===== config.mk =====
export PLATFORM = sky130hd
export DESIGN_NAME = async_chip_select_timing_config
export DESIGN_NICKNAME = d
export VERILOG_FILES = /design/src/hdl/async_cfg_pkg.sv /design/src/hdl/async_chip_select_timing_config.sv /design/src/hdl/cfg_store.sv
export SDC_FILE = /design/constraint.sdc
export NUM_CORES = 1
export LEC_CHECK = 0
export BUFFER_PORTS_ARGS = -buffer_cell sky130_fd_sc_hd__buf_2
export CAP_MARGIN = 20
export CORE_MARGIN = 2
export CORE_UTILIZATION = 44
export DETAILED_ROUTE_END_ITERATION = 10
export PLACE_DENSITY = 0.66
export RECOVER_POWER = 50
export SYNTH_ARGS = -nofsm -noshare
export SYNTH_HDL_FRONTEND = slang
export SYNTH_SLANG_ARGS = --single-unit

===== constraint.sdc =====
create_clock -name CLK -period 2.5 [get_ports CLK]
set_clock_uncertainty 0.05 [all_clocks]
set_input_delay 0.75 -clock CLK [delete_from_list [all_inputs] [get_ports CLK]]
set_output_delay 0.75 -clock CLK [all_outputs]
set_load 0.05 [all_outputs]

===== src/hdl/async_cfg_pkg.sv =====
package async_cfg_pkg;
  // register map, byte addresses on the plain register port
  localparam int NREG = 4;
  localparam logic [7:0] OFS_CFG_BASE = 8'h00; // region words at 00,04,08,0C
  localparam logic [7:0] OFS_CFG_LAST = 8'h0C;
  localparam logic [7:0] OFS_STATUS = 8'h10;
  // configuration word layout
  localparam int SS_BIT = 31;
  localparam int EXT_WAIT_BIT = 30;
  localparam int WSU_LSB = 26;
  localparam int WST_LSB = 20;
  localparam int WHO_LSB = 17;
  localparam int RSU_LSB = 13;
  localparam int RST_LSB = 7;
  localparam int RHO_LSB = 4;
  localparam int TURN_LSB = 2;
  localparam int ASZ_LSB = 0;
  localparam int SU_W = 4;
  localparam int STB_W = 6;
  localparam int HO_W = 3;
  localparam int TURN_W = 2;
  localparam int ASZ_W = 2;
  localparam logic [31:0] CFG_RESET = 32'h3FFFFFFC;
  localparam logic [1:0] ASZ_8 = 2'h0;
  localparam logic [1:0] ASZ_16 = 2'h1;
  // status word layout
  localparam int STS_BUSY_BIT = 0;
  localparam int STS_LASTW_BIT = 1;
  localparam int STS_DIRV_BIT = 2;
  // access engine states
  typedef enum logic [2:0] {ST_IDLE, ST_LOAD, ST_TURN, ST_SETUP, ST_STROBE, ST_HOLD} eng_st_t;
endpackage : async_cfg_pkg


===== src/hdl/async_chip_select_timing_config.sv =====
// Implementation choices: the strobed register port and the register addresses.
`timescale 1ns/100ps
// How it works
// - four region words; the selected region's word shapes every access
// - a word written before a request governs the next access
// - bit 31 clear: select held from setup through hold; set: select only in strobe
// - bit 30 set lets the synchronised wait input stretch the strobe
// - write setup lasts field 29:26 plus one cycles
// - write strobe lasts field 25:20 plus one cycles
// - write hold lasts field 19:17 plus one cycles
// - read setup lasts field 16:13 plus one cycles
// - read strobe lasts field 12:7 plus one cycles
// - read hold lasts field 6:4 plus one cycles
// - read/write turnaround gap of at least field 3:2 plus one cycles
// - field 1:0 picks 8-bit or 16-bit data; 2 and 3 act as 8-bit
module async_chip_select_timing_config #(
  parameter int ADDR_W = 24,
  parameter int NREGION = 4
) (
  input wire logic CLK, // 50 MHz system clock
  input wire logic SRST, // synchronous reset, high
  input wire logic [7:0] ADDR, // register byte address
  input wire logic [31:0] WDATA, // register write data
  input wire logic WR_STB, // register write strobe
  input wire logic RD_STB, // register read strobe
  output logic [31:0] RDATA, // register read data, cycle after strobe
  input wire logic ACC_REQ, // access request pulse
  input wire logic ACC_WRITE, // 1 write, 0 read
  input wire logic [1:0] ACC_REGION, // 0..3 = regions two..five
  input wire logic [ADDR_W-1:0] ACC_ADDR, // access address
  input wire logic [15:0] ACC_WDATA, // write data
  output logic ACC_BUSY, // access in progress
  output logic ACC_DONE, // one-cycle completion pulse
  output logic [15:0] ACC_RDATA, // read result
  output logic [3:0] MEM_CS_N, // chip selects, low active
  output logic MEM_WE_N, // write strobe, low active
  output logic MEM_OE_N, // read strobe, low active
  output logic [ADDR_W-1:0] MEM_ADDR, // memory address
  output logic [15:0] MEM_DOUT, // data pin output
  output logic MEM_DOE, // data pin enable, high drives
  input wire logic [15:0] MEM_DIN, // data pin input
  input wire logic MEM_WAIT, // wait pin, high stalls
  output logic MEM_WIDE // 1 when region bus is 16 bits
);
  typedef struct packed {
    async_cfg_pkg::eng_st_t st;
    logic [5:0] cnt;
    logic [6:0] plen;
    logic [31:0] cfg;
    logic write;
    logic [1:0] region;
    logic [ADDR_W-1:0] addr;
    logic [15:0] wdata;
    logic dirv;
    logic lastw;
    logic [15:0] din_s1;
    logic [15:0] din_s2;
    logic wait_s1;
    logic wait_s2;
    logic busy;
    logic done;
    logic [15:0] rdata;
    logic [3:0] cs_n;
    logic we_n;
    logic oe_n;
    logic [15:0] dout;
    logic doe;
    logic wide;
  } eng_t;

  eng_t s_r, s_nxt;
  logic [31:0] cfg_b_data;
  logic cfg_wr;
  logic cfg_hit;
  logic sts_hit;
  logic [31:0] sts_word;
  logic [1:0] rd_b_idx;

  if (NREGION != async_cfg_pkg::NREG || ADDR_W < 1 || ADDR_W > 32) begin : g_chk
    $error("four regions and an address width of 1..32 are supported");
  end

  // phase length field for a direction, zero-extended
  function automatic logic [5:0] flen(input logic [31:0] c, input logic w,
                                      input async_cfg_pkg::eng_st_t p);
    logic [5:0] v;
    v = 6'h00;
    if (p == async_cfg_pkg::ST_SETUP) begin
      v = {2'h0, w ? c[async_cfg_pkg::WSU_LSB +: async_cfg_pkg::SU_W]
                   : c[async_cfg_pkg::RSU_LSB +: async_cfg_pkg::SU_W]};
    end else if (p == async_cfg_pkg::ST_STROBE) begin
      v = w ? c[async_cfg_pkg::WST_LSB +: async_cfg_pkg::STB_W]
            : c[async_cfg_pkg::RST_LSB +: async_cfg_pkg::STB_W];
    end else if (p == async_cfg_pkg::ST_HOLD) begin
      v = {3'h0, w ? c[async_cfg_pkg::WHO_LSB +: async_cfg_pkg::HO_W]
                   : c[async_cfg_pkg::RHO_LSB +: async_cfg_pkg::HO_W]};
    end else if (p == async_cfg_pkg::ST_TURN) begin
      v = {4'h0, c[async_cfg_pkg::TURN_LSB +: async_cfg_pkg::TURN_W]};
    end
    return v;
  endfunction : flen

  // register decode; unmapped addresses read zero, writes ignored
  assign cfg_hit = (ADDR >= async_cfg_pkg::OFS_CFG_BASE) && (ADDR <= async_cfg_pkg::OFS_CFG_LAST)
                   && (ADDR[1:0] == 2'h0);
  assign sts_hit = (ADDR == async_cfg_pkg::OFS_STATUS);
  assign cfg_wr = WR_STB && cfg_hit;
  assign sts_word = {29'h0, s_r.dirv, s_r.lastw, s_r.busy};
  // engine reads the requested region's word while still idle
  assign rd_b_idx = (s_r.st == async_cfg_pkg::ST_IDLE) ? ACC_REGION : s_r.region;

  // one word per region; the bus answer comes out of its register
  cfg_store #(
    .DEPTH(async_cfg_pkg::NREG),
    .WIDTH(32),
    .INIT(async_cfg_pkg::CFG_RESET)
  ) u_store (
    .clk(CLK),
    .srst(SRST),
    .wr_en(cfg_wr),
    .wr_idx(ADDR[3:2]),
    .wr_data(WDATA),
    .rd_a_en(RD_STB),
    .rd_a_idx(ADDR[3:2]),
    .rd_a_alt_sel(!cfg_hit),
    .rd_a_alt(sts_hit ? sts_word : 32'h0000_0000),
    .rd_a_data(RDATA),
    .rd_b_idx(rd_b_idx),
    .rd_b_data(cfg_b_data)
  );

  // access engine and pin shaping
  always_comb begin
    s_nxt = s_r;
    s_nxt.din_s1 = MEM_DIN;
    s_nxt.din_s2 = s_r.din_s1;
    s_nxt.wait_s1 = MEM_WAIT;
    s_nxt.wait_s2 = s_r.wait_s1;
    s_nxt.done = 1'b0;
    unique case (s_r.st)
      async_cfg_pkg::ST_IDLE: begin
        if (ACC_REQ) begin
          s_nxt.write = ACC_WRITE;
          s_nxt.region = ACC_REGION;
          s_nxt.addr = ACC_ADDR;
          s_nxt.wdata = ACC_WDATA;
          s_nxt.st = async_cfg_pkg::ST_LOAD;
        end
      end
      async_cfg_pkg::ST_LOAD: begin
        // word is latched per access, so a later write never tears one
        s_nxt.cfg = cfg_b_data;
        if (s_r.dirv && (s_r.lastw != s_r.write)) begin
          s_nxt.st = async_cfg_pkg::ST_TURN;
          s_nxt.cnt = flen(cfg_b_data, s_r.write, async_cfg_pkg::ST_TURN);
        end else begin
          s_nxt.st = async_cfg_pkg::ST_SETUP;
          s_nxt.cnt = flen(cfg_b_data, s_r.write, async_cfg_pkg::ST_SETUP);
        end
      end
      async_cfg_pkg::ST_TURN: begin
        if (s_r.cnt == 6'h00) begin
          s_nxt.st = async_cfg_pkg::ST_SETUP;
          s_nxt.cnt = flen(s_r.cfg, s_r.write, async_cfg_pkg::ST_SETUP);
        end else begin
          s_nxt.cnt = s_r.cnt - 6'h01;
        end
      end
      async_cfg_pkg::ST_SETUP: begin
        if (s_r.cnt == 6'h00) begin
          s_nxt.st = async_cfg_pkg::ST_STROBE;
          s_nxt.cnt = flen(s_r.cfg, s_r.write, async_cfg_pkg::ST_STROBE);
        end else begin
          s_nxt.cnt = s_r.cnt - 6'h01;
        end
      end
      async_cfg_pkg::ST_STROBE: begin
        if (s_r.cnt != 6'h00) begin
          s_nxt.cnt = s_r.cnt - 6'h01;
        end else if (!(s_r.cfg[async_cfg_pkg::EXT_WAIT_BIT] && s_r.wait_s2)) begin
          s_nxt.st = async_cfg_pkg::ST_HOLD;
          s_nxt.cnt = flen(s_r.cfg, s_r.write, async_cfg_pkg::ST_HOLD);
        end
      end
      async_cfg_pkg::ST_HOLD: begin
        if (s_r.cnt == 6'h00) begin
          s_nxt.st = async_cfg_pkg::ST_IDLE;
          s_nxt.done = 1'b1;
          s_nxt.dirv = 1'b1;
          s_nxt.lastw = s_r.write;
          if (!s_r.write) begin
            // synchroniser delay: value seen on the pins two cycles earlier
            s_nxt.rdata = (s_r.cfg[async_cfg_pkg::ASZ_LSB +: async_cfg_pkg::ASZ_W]
                           == async_cfg_pkg::ASZ_16) ? s_r.din_s2
                                                     : {8'h00, s_r.din_s2[7:0]};
          end
        end else begin
          s_nxt.cnt = s_r.cnt - 6'h01;
        end
      end
    endcase
    // phase length counter, zero on the first cycle of each phase
    s_nxt.plen = (s_nxt.st != s_r.st) ? 7'h00 : s_r.plen + 7'h01;
    // pins follow the next state so they come straight off flops
    s_nxt.busy = (s_nxt.st != async_cfg_pkg::ST_IDLE);
    s_nxt.cs_n = 4'hF;
    s_nxt.we_n = 1'b1;
    s_nxt.oe_n = 1'b1;
    s_nxt.doe = 1'b0;
    s_nxt.wide = (s_nxt.cfg[async_cfg_pkg::ASZ_LSB +: async_cfg_pkg::ASZ_W]
                  == async_cfg_pkg::ASZ_16);
    s_nxt.dout = s_nxt.wide ? s_nxt.wdata : {8'h00, s_nxt.wdata[7:0]};
    if (s_nxt.st == async_cfg_pkg::ST_SETUP || s_nxt.st == async_cfg_pkg::ST_STROBE
        || s_nxt.st == async_cfg_pkg::ST_HOLD) begin
      s_nxt.doe = s_nxt.write;
      if (!s_nxt.cfg[async_cfg_pkg::SS_BIT] || s_nxt.st == async_cfg_pkg::ST_STROBE) begin
        s_nxt.cs_n[s_nxt.region] = 1'b0;
      end
    end
    if (s_nxt.st == async_cfg_pkg::ST_STROBE) begin
      s_nxt.we_n = !s_nxt.write;
      s_nxt.oe_n = s_nxt.write;
    end
  end

  always_ff @(posedge CLK) begin
    if (SRST) begin
      s_r <= '{st: async_cfg_pkg::ST_IDLE, cfg: async_cfg_pkg::CFG_RESET,
               cs_n: 4'hF, we_n: 1'b1, oe_n: 1'b1, default: '0};
    end else begin
      s_r <= s_nxt;
    end
  end

  assign ACC_BUSY = s_r.busy;
  assign ACC_DONE = s_r.done;
  assign ACC_RDATA = s_r.rdata;
  assign MEM_CS_N = s_r.cs_n;
  assign MEM_WE_N = s_r.we_n;
  assign MEM_OE_N = s_r.oe_n;
  assign MEM_ADDR = s_r.addr;
  assign MEM_DOUT = s_r.dout;
  assign MEM_DOE = s_r.doe;
  assign MEM_WIDE = s_r.wide;
endmodule : async_chip_select_timing_config


===== src/hdl/cfg_store.sv =====
`timescale 1ns/100ps
module cfg_store #(
  parameter int DEPTH = 4,
  parameter int WIDTH = 32,
  parameter logic [WIDTH-1:0] INIT = '0
) (
  input wire logic clk, // system clock
  input wire logic srst, // synchronous reset, high
  input wire logic wr_en, // write strobe
  input wire logic [$clog2(DEPTH)-1:0] wr_idx, // write word index
  input wire logic [WIDTH-1:0] wr_data, // write data
  input wire logic rd_a_en, // bus read strobe
  input wire logic [$clog2(DEPTH)-1:0] rd_a_idx, // bus read index
  input wire logic rd_a_alt_sel, // return alt word instead
  input wire logic [WIDTH-1:0] rd_a_alt, // status or zero word
  output logic [WIDTH-1:0] rd_a_data, // bus read data, registered
  input wire logic [$clog2(DEPTH)-1:0] rd_b_idx, // engine read index
  output logic [WIDTH-1:0] rd_b_data // engine read data, registered
);
  typedef struct packed {
    logic [DEPTH-1:0][WIDTH-1:0] mem;
    logic [WIDTH-1:0] rd_a;
    logic [WIDTH-1:0] rd_b;
  } store_t;

  store_t s_r, s_nxt;

  if (DEPTH < 2) begin : g_chk
    $error("cfg_store needs at least two words");
  end

  // read ports see the old word on a same-cycle write
  always_comb begin
    s_nxt = s_r;
    if (wr_en) begin
      s_nxt.mem[wr_idx] = wr_data;
    end
    if (rd_a_en) begin
      s_nxt.rd_a = rd_a_alt_sel ? rd_a_alt : s_r.mem[rd_a_idx];
    end
    s_nxt.rd_b = s_r.mem[rd_b_idx];
  end

  always_ff @(posedge clk) begin
    if (srst) begin
      s_r <= '{mem: {DEPTH{INIT}}, rd_a: '0, rd_b: INIT};
    end else begin
      s_r <= s_nxt;
    end
  end

  assign rd_a_data = s_r.rd_a;
  assign rd_b_data = s_r.rd_b;
endmodule : cfg_store


-- Yosys cells after proc, flatten, opt, wreduce, memory -nomap -nowiden
Cells that the tools add are included.
- input bits: 105
- register bits after elaboration: 354
- word-level logic and storage cells: 121
- reduce and logical (&&, ||, !) cells: 27
- add/sub/neg operators: 1
- $lt $le $gt $ge: 7
- multiplexer cells: 35
- bitwise logic cells: 7
- eq/ne operators: 14
- operator list (operator ; number):
    two-way mux 32 bit ; 5
    binary-select mux 32 bit (select 2 bit) ; 2
    bitwise mux 128 bit ; 1
    two-way mux 43 bit ; 2
    demux 32 bit (select 2 bit) ; 1
    two-way mux 16 bit ; 2
    two-way mux 6 bit ; 5
    case mux 6 bit (5 select lines) ; 1
    two-way mux 3 bit ; 7
    case mux 3 bit (6 select lines) ; 1
    two-way mux 17 bit ; 1
    == test 3 bit (second input constant) ; 4
    == test 3 x 2 -> 1 bit (second input constant) ; 3
    < comparator 2 x 3 -> 1 bit (second input constant) ; 3
    two-way mux 9 bit ; 1
    == test 8 x 5 -> 1 bit (second input constant) ; 1
    greater-or-equal comparator 8 x 1 -> 1 bit (second input constant) ; 1
    less-or-equal comparator 8 x 4 -> 1 bit (second input constant) ; 1
    two-way mux 4 bit ; 2
    OR reduction 2 bit ; 4
    logical AND 1 bit ; 7
    two-way mux 7 bit ; 1
    zero test 6 bit ; 1
    inverter 1 bit ; 6
    other kinds (21) ; 28

-- Longest topological paths before layout
Gate-level depths: netlist (run 1).
- depth in word-level cells: 9
- mapped depth: 9
- depth with buffers taken out: 7

-- Modules after synthesis
A second synthesis (run 1) with hierarchy kept.
- cell total of the unflattened synthesis: 1653
- area total of the unflattened synthesis: 15462.3 µm²
- by module, submodules not included (module ; cells an instance ; times used ; area each (µm²)):
    cfg_store ; 921 ; 1 ; 9161.3
    async_chip_select_timing_config ; 732 ; 1 ; 6301.0

-- Worst setup path after synthesis (run 1)
Ideal clock, no wire load.
- path type: input to register
- start point: input port ADDR[5]
- end point: register u_store.s_r[124] (netlist name)
- arrival: 2202 ps
- stages on the path: 7
- path slack: 116 ps
- cells stage by stage: or4_1 nor3_2 buf_2 nand4b_1 clkbuf_1 nor3_1 a21oi_1
- longest elaborated chain between the ends: 4
- elaborated cells on any way between the ends: 5
- classes of those cells: 2 x order compare; 3 x reduce/logical
- RTL lines (element ; RTL line ; RTL):
    start: declaration ; async_chip_select_timing_config.sv:22 ; input wire logic [7:0] ADDR,
    greater-or-equal comparator 8 x 1 -> 1 bit / less-or-equal comparator 8 x 4 -> 1 bit (equally long branches) ; async_chip_select_timing_config.sv:104 ; assign cfg_hit = (ADDR >= async_cfg_pkg::OFS_CFG_BASE) && (ADDR <= async_cfg_pkg::OFS_CFG_LAST)
    logical AND 1 bit (*) ; async_chip_select_timing_config.sv:104 ;
    logical AND 1 bit (*) ; async_chip_select_timing_config.sv:105 ; && (ADDR[1:0] == 2'h0);
    logical AND 1 bit (*) ; async_chip_select_timing_config.sv:107 ; assign cfg_wr = WR_STB && cfg_hit;
    end signal: assignment ; cfg_store.sv:46 ; s_r <= '{mem: {DEPTH{INIT}}, rd_a: '0, rd_b: INIT};
    end signal: assignment ; cfg_store.sv:48 ; s_r <= s_nxt;
    end: declaration ; cfg_store.sv:26 ; store_t s_r, s_nxt;
Every way passes the cells marked *; elsewhere a longest branch is shown, timed or not.
A chain may end at the register's enable or synchronous reset.

-- Worst setup path in the final report (run 1)
- start point: register s_r[167] (netlist name)
- end point: register u_store.s_r, in the netlist u_store.rd_b_data[8]
- longest elaborated chain between the ends: 4
- RTL lines (element ; RTL line ; RTL):
    start: declaration ; async_chip_select_timing_config.sv:71 ; eng_t s_r, s_nxt;
    start signal: assignment ; async_chip_select_timing_config.sv:228 ; s_r <= '{st: async_cfg_pkg::ST_IDLE, cfg: async_cfg_pkg::CFG_RESET,
    start signal: assignment ; async_chip_select_timing_config.sv:231 ; s_r <= s_nxt;
    zero test 3 bit ; async_chip_select_timing_config.sv:110 ; assign rd_b_idx = (s_r.st == async_cfg_pkg::ST_IDLE) ? ACC_REGION : s_r.region;
    two-way mux 2 bit ; async_chip_select_timing_config.sv:110 ;
    binary-select mux 32 bit (select 2 bit) ; cfg_store.sv:41 ; s_nxt.rd_b = s_r.mem[rd_b_idx];
    two-way mux 32 bit (implied by the code) ; cfg_store.sv:41 ;
No other way between the ends. The select of a mux whose other input is x is not followed.

==> out/results.txt, run 1 <==
CTS tree = yes
fin area = 16900 µm²
Port Buf Inserts = 202
crit end category = flop
CP Data Required Time = 2.87 ns
Startpoint Class = flop
FP Rows = 67
CTS sink cnt = 344
EDFF count, synth = 0
WS Path Type = reg2reg
synthesized flop and latch total = 344
clock-pin slew on the worst setup and hold paths = 0.06 ns
CTS root buffer = clkbuf_16
die area = 35000 µm²
placed insts = 2086
Starting Density = 0.444
diode count = 0
setup TNS = 0 ns
critical path, cell by cell = nor3_4 > mux2i_4 > buf_12 > buf_4 > mux4_2 > or2_1
final core utilization = 0.508
fill count = 3123
1st-iter DRT viols = 584
Final Max Tran Viols = 0
Worst-Skew Late Latency = 0.54 ns
most frequent cells in the layout = 344 x dfxtp_1, 295 x nand2_1, 164 x a21oi_1
RSZ-0062 raised after global routing = no
Die H = 187 µm
Via density = 5.18
Primary FF master, synth = dfxtp_1
hpwl dp = 23.7 mm
vias in the first global route = 10700
final std cells w/o fill = 2155
first-pass GRT wire length = 56.3 mm
total design power = 15.4 mW
status = finished, final reports clean
Total Nets Final = 1785
final period utilization = 0.916
Routed WL = 35.2 mm
core area = 33300 µm²
critical path peak fanout = 8
Arr. time, crit path = 2.66 ns
H-tree levels = 2
largest net degree at the start of global routing = 87
Post-Syn Instances = 1601
Max stage delay on crit path = 0.54 ns
DR WL/cell = 16.3 µm
pwr/cell area = 910 nW/µm²
slew at the pin closest to its max-slew limit = 1.26 ns
post-route antenna net violation count = 0
Post-CTS Hold Buffers = 0
post-CTS setup buffer count = 0
initial antenna violation count = 0
most common cell after layout, fill and taps aside = dfxtp_1
CP max stage cell = mux4_2
RePlAce Congestion = 0.847
PostCTS Resize Cnt = 0
Placed Area = 15700 µm²
drt drc = 0
I/O pin cnt = 203
sequential fraction of the synthesis area = 0.466
Setup violations, final = 0
synth unique cells = 61
Max Buffers Root-to-Sink = 3
synthesis warning total = 0
Hold Path Class = reg2reg
Max Clk Rate = 436 MHz
syn_nets = 1708
share of layout cells above drive strength 1 = 0.185
Num CTS Buffers = 38
Area Overhead vs Synth = 14.5%
Post-Syn Area = 14800 µm²
Vias = 11200
final hold vios = 0
die width = 187 µm
Tmin final = 2.29 ns
async set or reset register ratio after synthesis = 0
global route overflow = 0
headroom to the max-slew limit = 0.161
LEAKAGE = 6.51 nW
Total GRT Usage = 0.195
average size of a mapped cell = 9.22 µm²
Peak VDD IR = 0.526 mV
DR pass1 iterations = 5
max_cap viols = 0
state kept, by name, summed over array words and instances (netlist names):
| signal | flops |
|---|---|
| ACC_DONE | 1 |
| s_nxt | 17 |
| MEM_DOUT | 8 |
| s_r | 77 |
| MEM_OE_N | 1 |
| MEM_CS_N | 4 |
| u_store.s_r | 128 |
| u_store.rd_a_data | 32 |
| ACC_BUSY | 1 |
| MEM_ADDR | 24 |
| ACC_RDATA | 16 |
| MEM_WE_N | 1 |
| u_store.rd_b_data | 32 |
| MEM_WIDE | 1 |
| MEM_DOE | 1 |
worst paths after layout:
check	slack [ns]	depth (start not counted)	end	startpoint
min	0.38	2	ACC_RDATA[2]	s_r[46]
max	0.21	6	u_store.rd_b_data[8]	s_r[167]
max reg2reg	0.21	6	u_store.rd_b_data[8]	s_r[167]
min reg2reg	0.38	2	ACC_RDATA[2]	s_r[46]
Yosys cell counts (3+ instances only):
| master | number | share of area |
|---|---|---|
| dfxtp_1 | 344 | 0.47 |
| nand2_1 | 295 | 0.075 |
| a21oi_1 | 164 | 0.056 |
| nor2_1 | 95 | 0.024 |
| buf_4 | 94 | 0.048 |
| nand3b_1 | 85 | 0.043 |
| clkbuf_1 | 81 | 0.021 |
| mux4_2 | 62 | 0.095 |
| nor3_1 | 58 | 0.020 |
| nor2b_1 | 48 | 0.020 |
| nand3_1 | 47 | 0.016 |
| nand2b_1 | 32 | 0.014 |
| buf_2 | 28 | 0.0095 |
| mux2i_1 | 28 | 0.019 |
| or2_1 | 22 | 0.0093 |
| inv_1 | 10 | 0.0025 |
| o21ai_0 | 10 | 0.0034 |
| buf_1 | 9 | 0.0023 |
| or2_2 | 7 | 0.0030 |
| mux4_1 | 5 | 0.0089 |
| buf_6 | 4 | 0.0031 |
| nand4b_1 | 4 | 0.0024 |
| a211oi_1 | 3 | 0.0015 |
| a21boi_0 | 3 | 0.0015 |
| a221oi_1 | 3 | 0.0018 |
| a311o_1 | 3 | 0.0020 |
| a31oi_1 | 3 | 0.0013 |
| and3_1 | 3 | 0.0013 |
| o221ai_1 | 3 | 0.0018 |
| or3_1 | 3 | 0.0013 |
| xor2_1 | 3 | 0.0018 |
cell families after synthesis:
logic type,after synthesis,share of synthesized area
simple gates,717,0.240
flops,344,0.466
buf+inv,226,0.0858
compound gates,211,0.0797
mux,98,0.125
xor+xnor,3,0.00178
fa+ha+maj,2,0.00169
per-stage QoR:
step	setup WS [ns]	hold slack, ns
floorplan	0.116	0.364
global route	0.0883	0.381
finish	0.209	0.381
CTS	0.196	0.365
detailed placement	-0.0647	0.372
global placement	-0.0257	0.372
report_power, final:
part | internal [mW] | total [mW] | switching, mW
clock network | 3.57 | 5.93 | 2.37
logic | 1.26 | 3.34 | 2.09
registers | 5.86 | 6.11 | 0.251
total | 10.7 | 15.4 | 4.70
layer usage:
| metal | vias up | wire, µm | GRT usage | share of wire |
|---|---|---|---|---|
| li1 | 5541 | - | - | - |
| met1 | 5258 | 15800 | 0.256 | 0.45 |
| met2 | 317 | 16900 | 0.334 | 0.48 |
| met3 | 47 | 1900 | 0.0336 | 0.054 |
| met4 | 0 | 609 | 0.0513 | 0.017 |
| met5 | - | 0 | 0 | 0 |
worst max-delay path: cells and delay by family, from the launching register on:
family / cells / cell delay (ns)
buffers and inverters: 2 / 0.34
AND/OR/NAND/NOR: 2 / 0.59
multiplexers: 2 / 0.85
flip-flops: 1 / 0.33
cell type report:
class,instances,area (µm²),share of cell area
clock inverters,22,333,0.0197
repair buffers,253,1440,0.0852
inverters,10,37.5,0.00222
flip-flops and latches,344,6890,0.407
multi-input cells,1031,6640,0.393
clock buffers,47,1010,0.0600
well taps,448,561,0.0331
(Power assumes the default switching activity.)
==> run 2, diff against run 1 <==
PLACE_DENSITY = 0.65   (was 0.66)
==> run 2 against run 1 <==
The run now ends with capacitance limit, slew limit left; hold slack got worse by 0.0050 ns; critical path depth is the same; register-to-register slack got worse by 0.05 ns; cell count fell by 0.14%; via count increased by 1.4%; core utilization is 0.10 points higher; routed wire length up 1.5%; sequential cell count unchanged; power grew 0.69%; combinational power barely moved; critical endpoint is now u_store.rd_b_data[31]; largest cell class unchanged; highest routed layer unchanged.
==> out/results.txt, run 2 (synthesis results as in run 1) <==
Max Clk Rate = 427 MHz (was 436 MHz)
post-CTS setup buffer count = 0 (unchanged)
CTS tree = yes (unchanged)
final period utilization = 0.936 (was 0.916)
Worst Setup SP = s_r[167] (unchanged)
post-route antenna net violation count = 0 (unchanged)
vias in the first global route = 10900 (was 10700)
CTS sink cnt = 344 (unchanged)
H-tree levels = 2 (unchanged)
failing checks = capacitance limit, slew limit
Total Nets Final = 1785 (unchanged)
Final Max Tran Viols = 65 (was 0)
Hold Path End = ACC_RDATA[0] (was ACC_RDATA[2])
die width = 187 µm (unchanged)
status = finished, violations left (was finished, final reports clean)
RSZ-0062 raised after global routing = no (unchanged)
clock-pin slew on the worst setup and hold paths = 0.06 ns (about the same)
CP max stage cell = mux4_2 (unchanged)
largest net degree at the start of global routing = 81 (was 87)
Max Buffers Root-to-Sink = 3 (unchanged)
r2r setup slk = 0.16 ns (was 0.21 ns)
most frequent cells in the layout = 344 x dfxtp_1, 295 x nand2_1, 164 x a21oi_1 (unchanged)
Startpoint Class = flop (unchanged)
Area Overhead vs Synth = 14.8% (was 14.5%)
DR WL/cell = 16.6 µm (was 16.3 µm)
FP Rows = 67 (unchanged)
Port Buf Inserts = 202 (unchanged)
slew at the pin closest to its max-slew limit = 1.51 ns (was 1.26 ns)
Hold Path Class = reg2reg (unchanged)
RR Endpoint = u_store.rd_b_data[31] (was u_store.rd_b_data[8])
global route overflow = 0 (unchanged)
CP Data Required Time = 2.85 ns (was 2.87 ns)
Num CTS Buffers = 38 (unchanged)
most common cell after layout, fill and taps aside = dfxtp_1 (unchanged)
Worst-Skew Late Latency = 0.53 ns (was 0.54 ns)
Setup violations, final = 0 (unchanged)
critical path, cell by cell = nor3_4 > mux2i_4 > buf_12 > buf_4 > mux4_2 > nor2b_1 (was nor3_4 > mux2i_4 > buf_12 > buf_4 > mux4_2 > or2_1)
drt drc = 0 (unchanged)
max_cap viols = 1 (was 0)
Total GRT Usage = 0.201 (was 0.195)
pre-CTS WS = -0.0944 ns (was -0.0647 ns)
LEAKAGE = 6.46 nW (was 6.51 nW)
core area = 33300 µm² (unchanged)
pwr/cell area = 915 nW/µm² (was 910 nW/µm²)
diode count = 0 (unchanged)
biggest regs = u_store.s_r (128), s_r (77) (unchanged)
final hold vios = 0 (unchanged)
crit end category = flop (unchanged)
critical path peak fanout = 17 (was 8)
hold_ws = 0.376 ns (was 0.381 ns)
I/O pin cnt = 203 (unchanged)
Hold Path Cell Cnt = 2 (unchanged)
initial antenna violation count = 0 (unchanged)
DR pass1 iterations = 4 (was 5)
1st-iter DRT viols = 683 (was 584)
die area = 35000 µm² (unchanged)
worst setup margin = 0.159 ns (was 0.209 ns)
Max stage delay on crit path = 0.54 ns (about the same)
first-pass GRT wire length = 57.7 mm (was 56.3 mm)
Vias = 11300 (was 11200)
Peak VDD IR = 0.475 mV (was 0.526 mV)
Arr. time, crit path = 2.69 ns (was 2.66 ns)
final std cells w/o fill = 2152 (was 2155)
Hold Startpoint = s_r[44] (was s_r[46])
Tmin final = 2.34 ns (was 2.29 ns)
share of layout cells above drive strength 1 = 0.173 (was 0.185)
headroom to the max-slew limit = -0.00568 (was 0.161)
hpwl dp = 23.7 mm (about the same)
max FFs per register = 128 (unchanged)
reg-to-reg startpoint = s_r[167] (unchanged)
Post-CTS Hold Buffers = 0 (unchanged)
RePlAce Congestion = 0.854 (was 0.847)
Routed WL = 35.8 mm (was 35.2 mm)
Worst R2R Path Depth = 6 (unchanged)
WS Path Type = reg2reg (unchanged)
CTS root buffer = clkbuf_16 (unchanged)
Starting Density = 0.444 (unchanged)
Biggest register = u_store.s_r (unchanged)
Via density = 5.26 (was 5.18)
PostCTS Resize Cnt = 0 (unchanged)
Die H = 187 µm (unchanged)
placed insts = 2086 (unchanged)
[run 2: critical path: cells and delay by family (launching register included)]
| family | cells | cell delay (ns) |
|---|---|---|
| buf+inv | 2 | 0.43 |
| mux | 2 | 0.87 |
| flops | 1 | 0.33 |
| simple gates | 2 | 0.52 |
[run 2: layer usage]
| metal | wire [µm] | track usage |
|---|---|---|
| met1 | 15700 | 0.263 |
| met2 | 17300 | 0.347 |
| met3 | 2160 | 0.0298 |
| met4 | 618 | 0.0531 |
| met5 | 0 | 0 |
[run 2: per-stage QoR]
step	power, mW	instance area, µm²	setup TNS [ns]	util
after detailed placement	9.62	15800	-3.18	0.473
after global routing	16.2	16900	0	0.509
after CTS	15.7	17100	0	0.514
after global placement	9.57	15800	-0.492	0.473
final	15.5	16900	0	0.509
after floorplan	8.76	14800	0	-
[run 2: worst max-delay path by stage]
stage / end / cells after the start
after floorplan: u_store.s_r[124] / 7
after global placement: u_store.s_r[174] / 7
after detailed placement: u_store.s_r[177] / 7
after CTS: u_store.rd_b_data[20] / 5
after global routing: u_store.rd_b_data[31] / 6
final: u_store.rd_b_data[31] / 6
[run 2: power breakdown]
| group | internal, mW | switching, mW |
|---|---|---|
| clock | 3.77 | 2.25 |
| combinational | 1.24 | 2.11 |
| sequential | 5.86 | 0.255 |
[run 2: final cells by class]
type,count,area [µm²]
fill,3110,16300
multi-input combinational,1031,6630
clock buffer,51,1080
clock inverter,15,278
tap,448,561
inverter,10,37.5
sequential,344,6890
timing repair buffer,253,1470
==> run 3, diff against run 2 <==
PLACE_DENSITY = 0.77   (was 0.65)
RECOVER_POWER = not set   (was 50)
==> run 3 against run 2 <==
The run now ends clean; power is 4.7% lower; sequential cell count stayed put; clock power is 13% lower; combinational power is 1% higher; maximum frequency is 2.6% higher; count of clock-buffer cells in the layout is 1 higher; first-iteration DRC count is 30% higher; global-route usage hardly changed; largest cell class unchanged.
==> out/results.txt, run 3 (synthesis results as in run 1) <==
hpwl dp = 23.9 mm (was 23.7 mm)
headroom to the max-slew limit = 0.641 (was -0.00568)
Max Clk Rate = 438 MHz (was 427 MHz)
LEAKAGE = 6.75 nW (was 6.46 nW)
Biggest register = u_store.s_r (unchanged)
Num CTS Buffers = 37 (was 38)
Area Overhead vs Synth = 14.1% (was 14.8%)
Port Buf Inserts = 202 (unchanged)
Final Max Tran Viols = 0 (was 65)
Total GRT Usage = 0.201 (about the same)
Startpoint Class = flop (unchanged)
Arr. time, crit path = 2.64 ns (was 2.69 ns)
Die H = 187 µm (unchanged)
PostCTS Resize Cnt = 0 (unchanged)
reg-to-reg startpoint = s_r[168] (was s_r[167])
Pint = 10.2 mW (was 10.9 mW)
CTS root buffer = clkbuf_16 (unchanged)
pwr/cell area = 877 nW/µm² (was 915 nW/µm²)
final hold vios = 0 (unchanged)
diode count = 0 (unchanged)
die width = 187 µm (unchanged)
die area = 35000 µm² (unchanged)
max_cap viols = 0 (was 1)
Sw Share = 0.310 (was 0.298)
post-route antenna net violation count = 0 (unchanged)
most common cell after layout, fill and taps aside = dfxtp_1 (unchanged)
vias in the first global route = 11000 (was 10900)
Starting Density = 0.444 (unchanged)
drt drc = 0 (unchanged)
CTS tree = yes (unchanged)
final period utilization = 0.913 (was 0.936)
Vias = 11500 (was 11300)
fill count = 3001 (was 3110)
RePlAce Congestion = 0.855 (was 0.854)
Worst-Skew Late Latency = 0.54 ns (was 0.53 ns)
clock-pin slew on the worst setup and hold paths = 0.07 ns (was 0.06 ns)
core area = 33300 µm² (unchanged)
max FFs per register = 128 (unchanged)
Tmin final = 2.28 ns (was 2.34 ns)
most frequent cells in the layout = 344 x dfxtp_1, 295 x nand2_1, 201 x buf_2 (was 344 x dfxtp_1, 295 x nand2_1, 164 x a21oi_1)
biggest regs = u_store.s_r (128), s_r (77) (unchanged)
crit end category = flop (unchanged)
sw power = 4.58 mW (was 4.62 mW)
CP Data Required Time = 2.85 ns (about the same)
DR pass1 iterations = 6 (was 4)
Total Nets Final = 1781 (was 1785)
Setup violations, final = 0 (unchanged)
global route overflow = 0 (unchanged)
FP Rows = 67 (unchanged)
Peak VDD IR = 0.544 mV (was 0.475 mV)
initial antenna violation count = 1 (was 0)
Worst Setup SP = s_r[168] (was s_r[167])
WS Path Type = reg2reg (unchanged)
share of layout cells above drive strength 1 = 0.226 (was 0.173)
Via density = 5.34 (was 5.26)
critical path peak fanout = 23 (was 17)
Hold Path Class = reg2reg (unchanged)
I/O pin cnt = 203 (unchanged)
placed insts = 2082 (was 2086)
Max Buffers Root-to-Sink = 3 (unchanged)
final std cells w/o fill = 2148 (was 2152)
combinational share of power = 0.230 (was 0.216)
slew at the pin closest to its max-slew limit = 0.538 ns (was 1.51 ns)
Multi-input gate area = 6640 µm² (was 6630 µm²)
CTS sink cnt = 344 (unchanged)
RSZ-0062 raised after global routing = no (unchanged)
H-tree levels = 2 (unchanged)
clock network power share = 0.356 (was 0.389)
1st-iter DRT viols = 885 (was 683)
Routed WL = 36.0 mm (was 35.8 mm)
largest net degree at the start of global routing = 92 (was 81)
DR WL/cell = 16.7 µm (was 16.6 µm)
status = finished, final reports clean (was finished, violations left)
Placed Area = 15700 µm² (was 15800 µm²)
Seq. cell area = 6890 µm² (unchanged)
sequential power share = 0.414 (was 0.395)
first-pass GRT wire length = 57.6 mm (was 57.7 mm)
fin area = 16800 µm² (was 16900 µm²)
Hold Startpoint = u_store.rd_b_data[30] (was s_r[44])
## run 3: final cells by class
class	count	area share
Tap cell	448	0.0333
Sequential cell	344	0.409
Clock buffer	52	0.0619
Timing Repair Buffer	250	0.0924
Multi-Input combinational cell	1031	0.394
Inverter	10	0.00223
Clock inverter	13	0.00698
## run 3: worst paths after layout
check,end,slack (ns),cells after the start
worst max-delay path,u_store.rd_b_data[4],0.22,6
worst max register to register,u_store.rd_b_data[4],0.22,6
worst min register to register,s_r[151],0.38,2
worst min-delay path,s_r[151],0.38,2
## run 3: worst max-delay path, cell delays in order, from the launching register on
cell	delay, ns
dfxtp_1	0.33
nor3_4	0.22
buf_12	0.14
mux2i_4	0.24
buf_12	0.23
mux4_1	0.61
or2_2	0.30
## run 3: metrics by stage
stage               setup TNS [ns]  utilization  worst slack (ns)  power, mW  hold slack [ns]
finish                           0        0.506             0.219       14.8            0.382
global placement             -2.48        0.471           -0.0856       9.51            0.373
CTS                              0        0.505             0.114       14.8            0.370
detailed placement           -6.42        0.471            -0.153       9.57            0.375
floorplan                        0            -             0.116       8.76            0.364
global route                     0        0.506             0.120       15.5            0.382
## run 3: what timing repair did
| item | in CTS | in global routing |
|---|---|---|
| buffers inserted | 0 | 1 |
| hold buffers | 0 | 0 |
| endpoints found under the setup margin | 0 | 1 |
## run 3: layer usage
metal	routed length, µm	global-route usage
met1	15400	0.262
met3	2480	0.0366
met5	13	0
met4	705	0.0589
met2	17300	0.339
## run 3: power groups by stage
stage	registers (mW)	clock network, mW	logic, mW
after floorplan	6.19	0	2.58
after global placement	6.22	0	3.29
after detailed placement	6.23	0	3.34
after CTS	6.12	5.34	3.36
after global routing	6.15	5.61	3.70
final	6.11	5.25	3.40
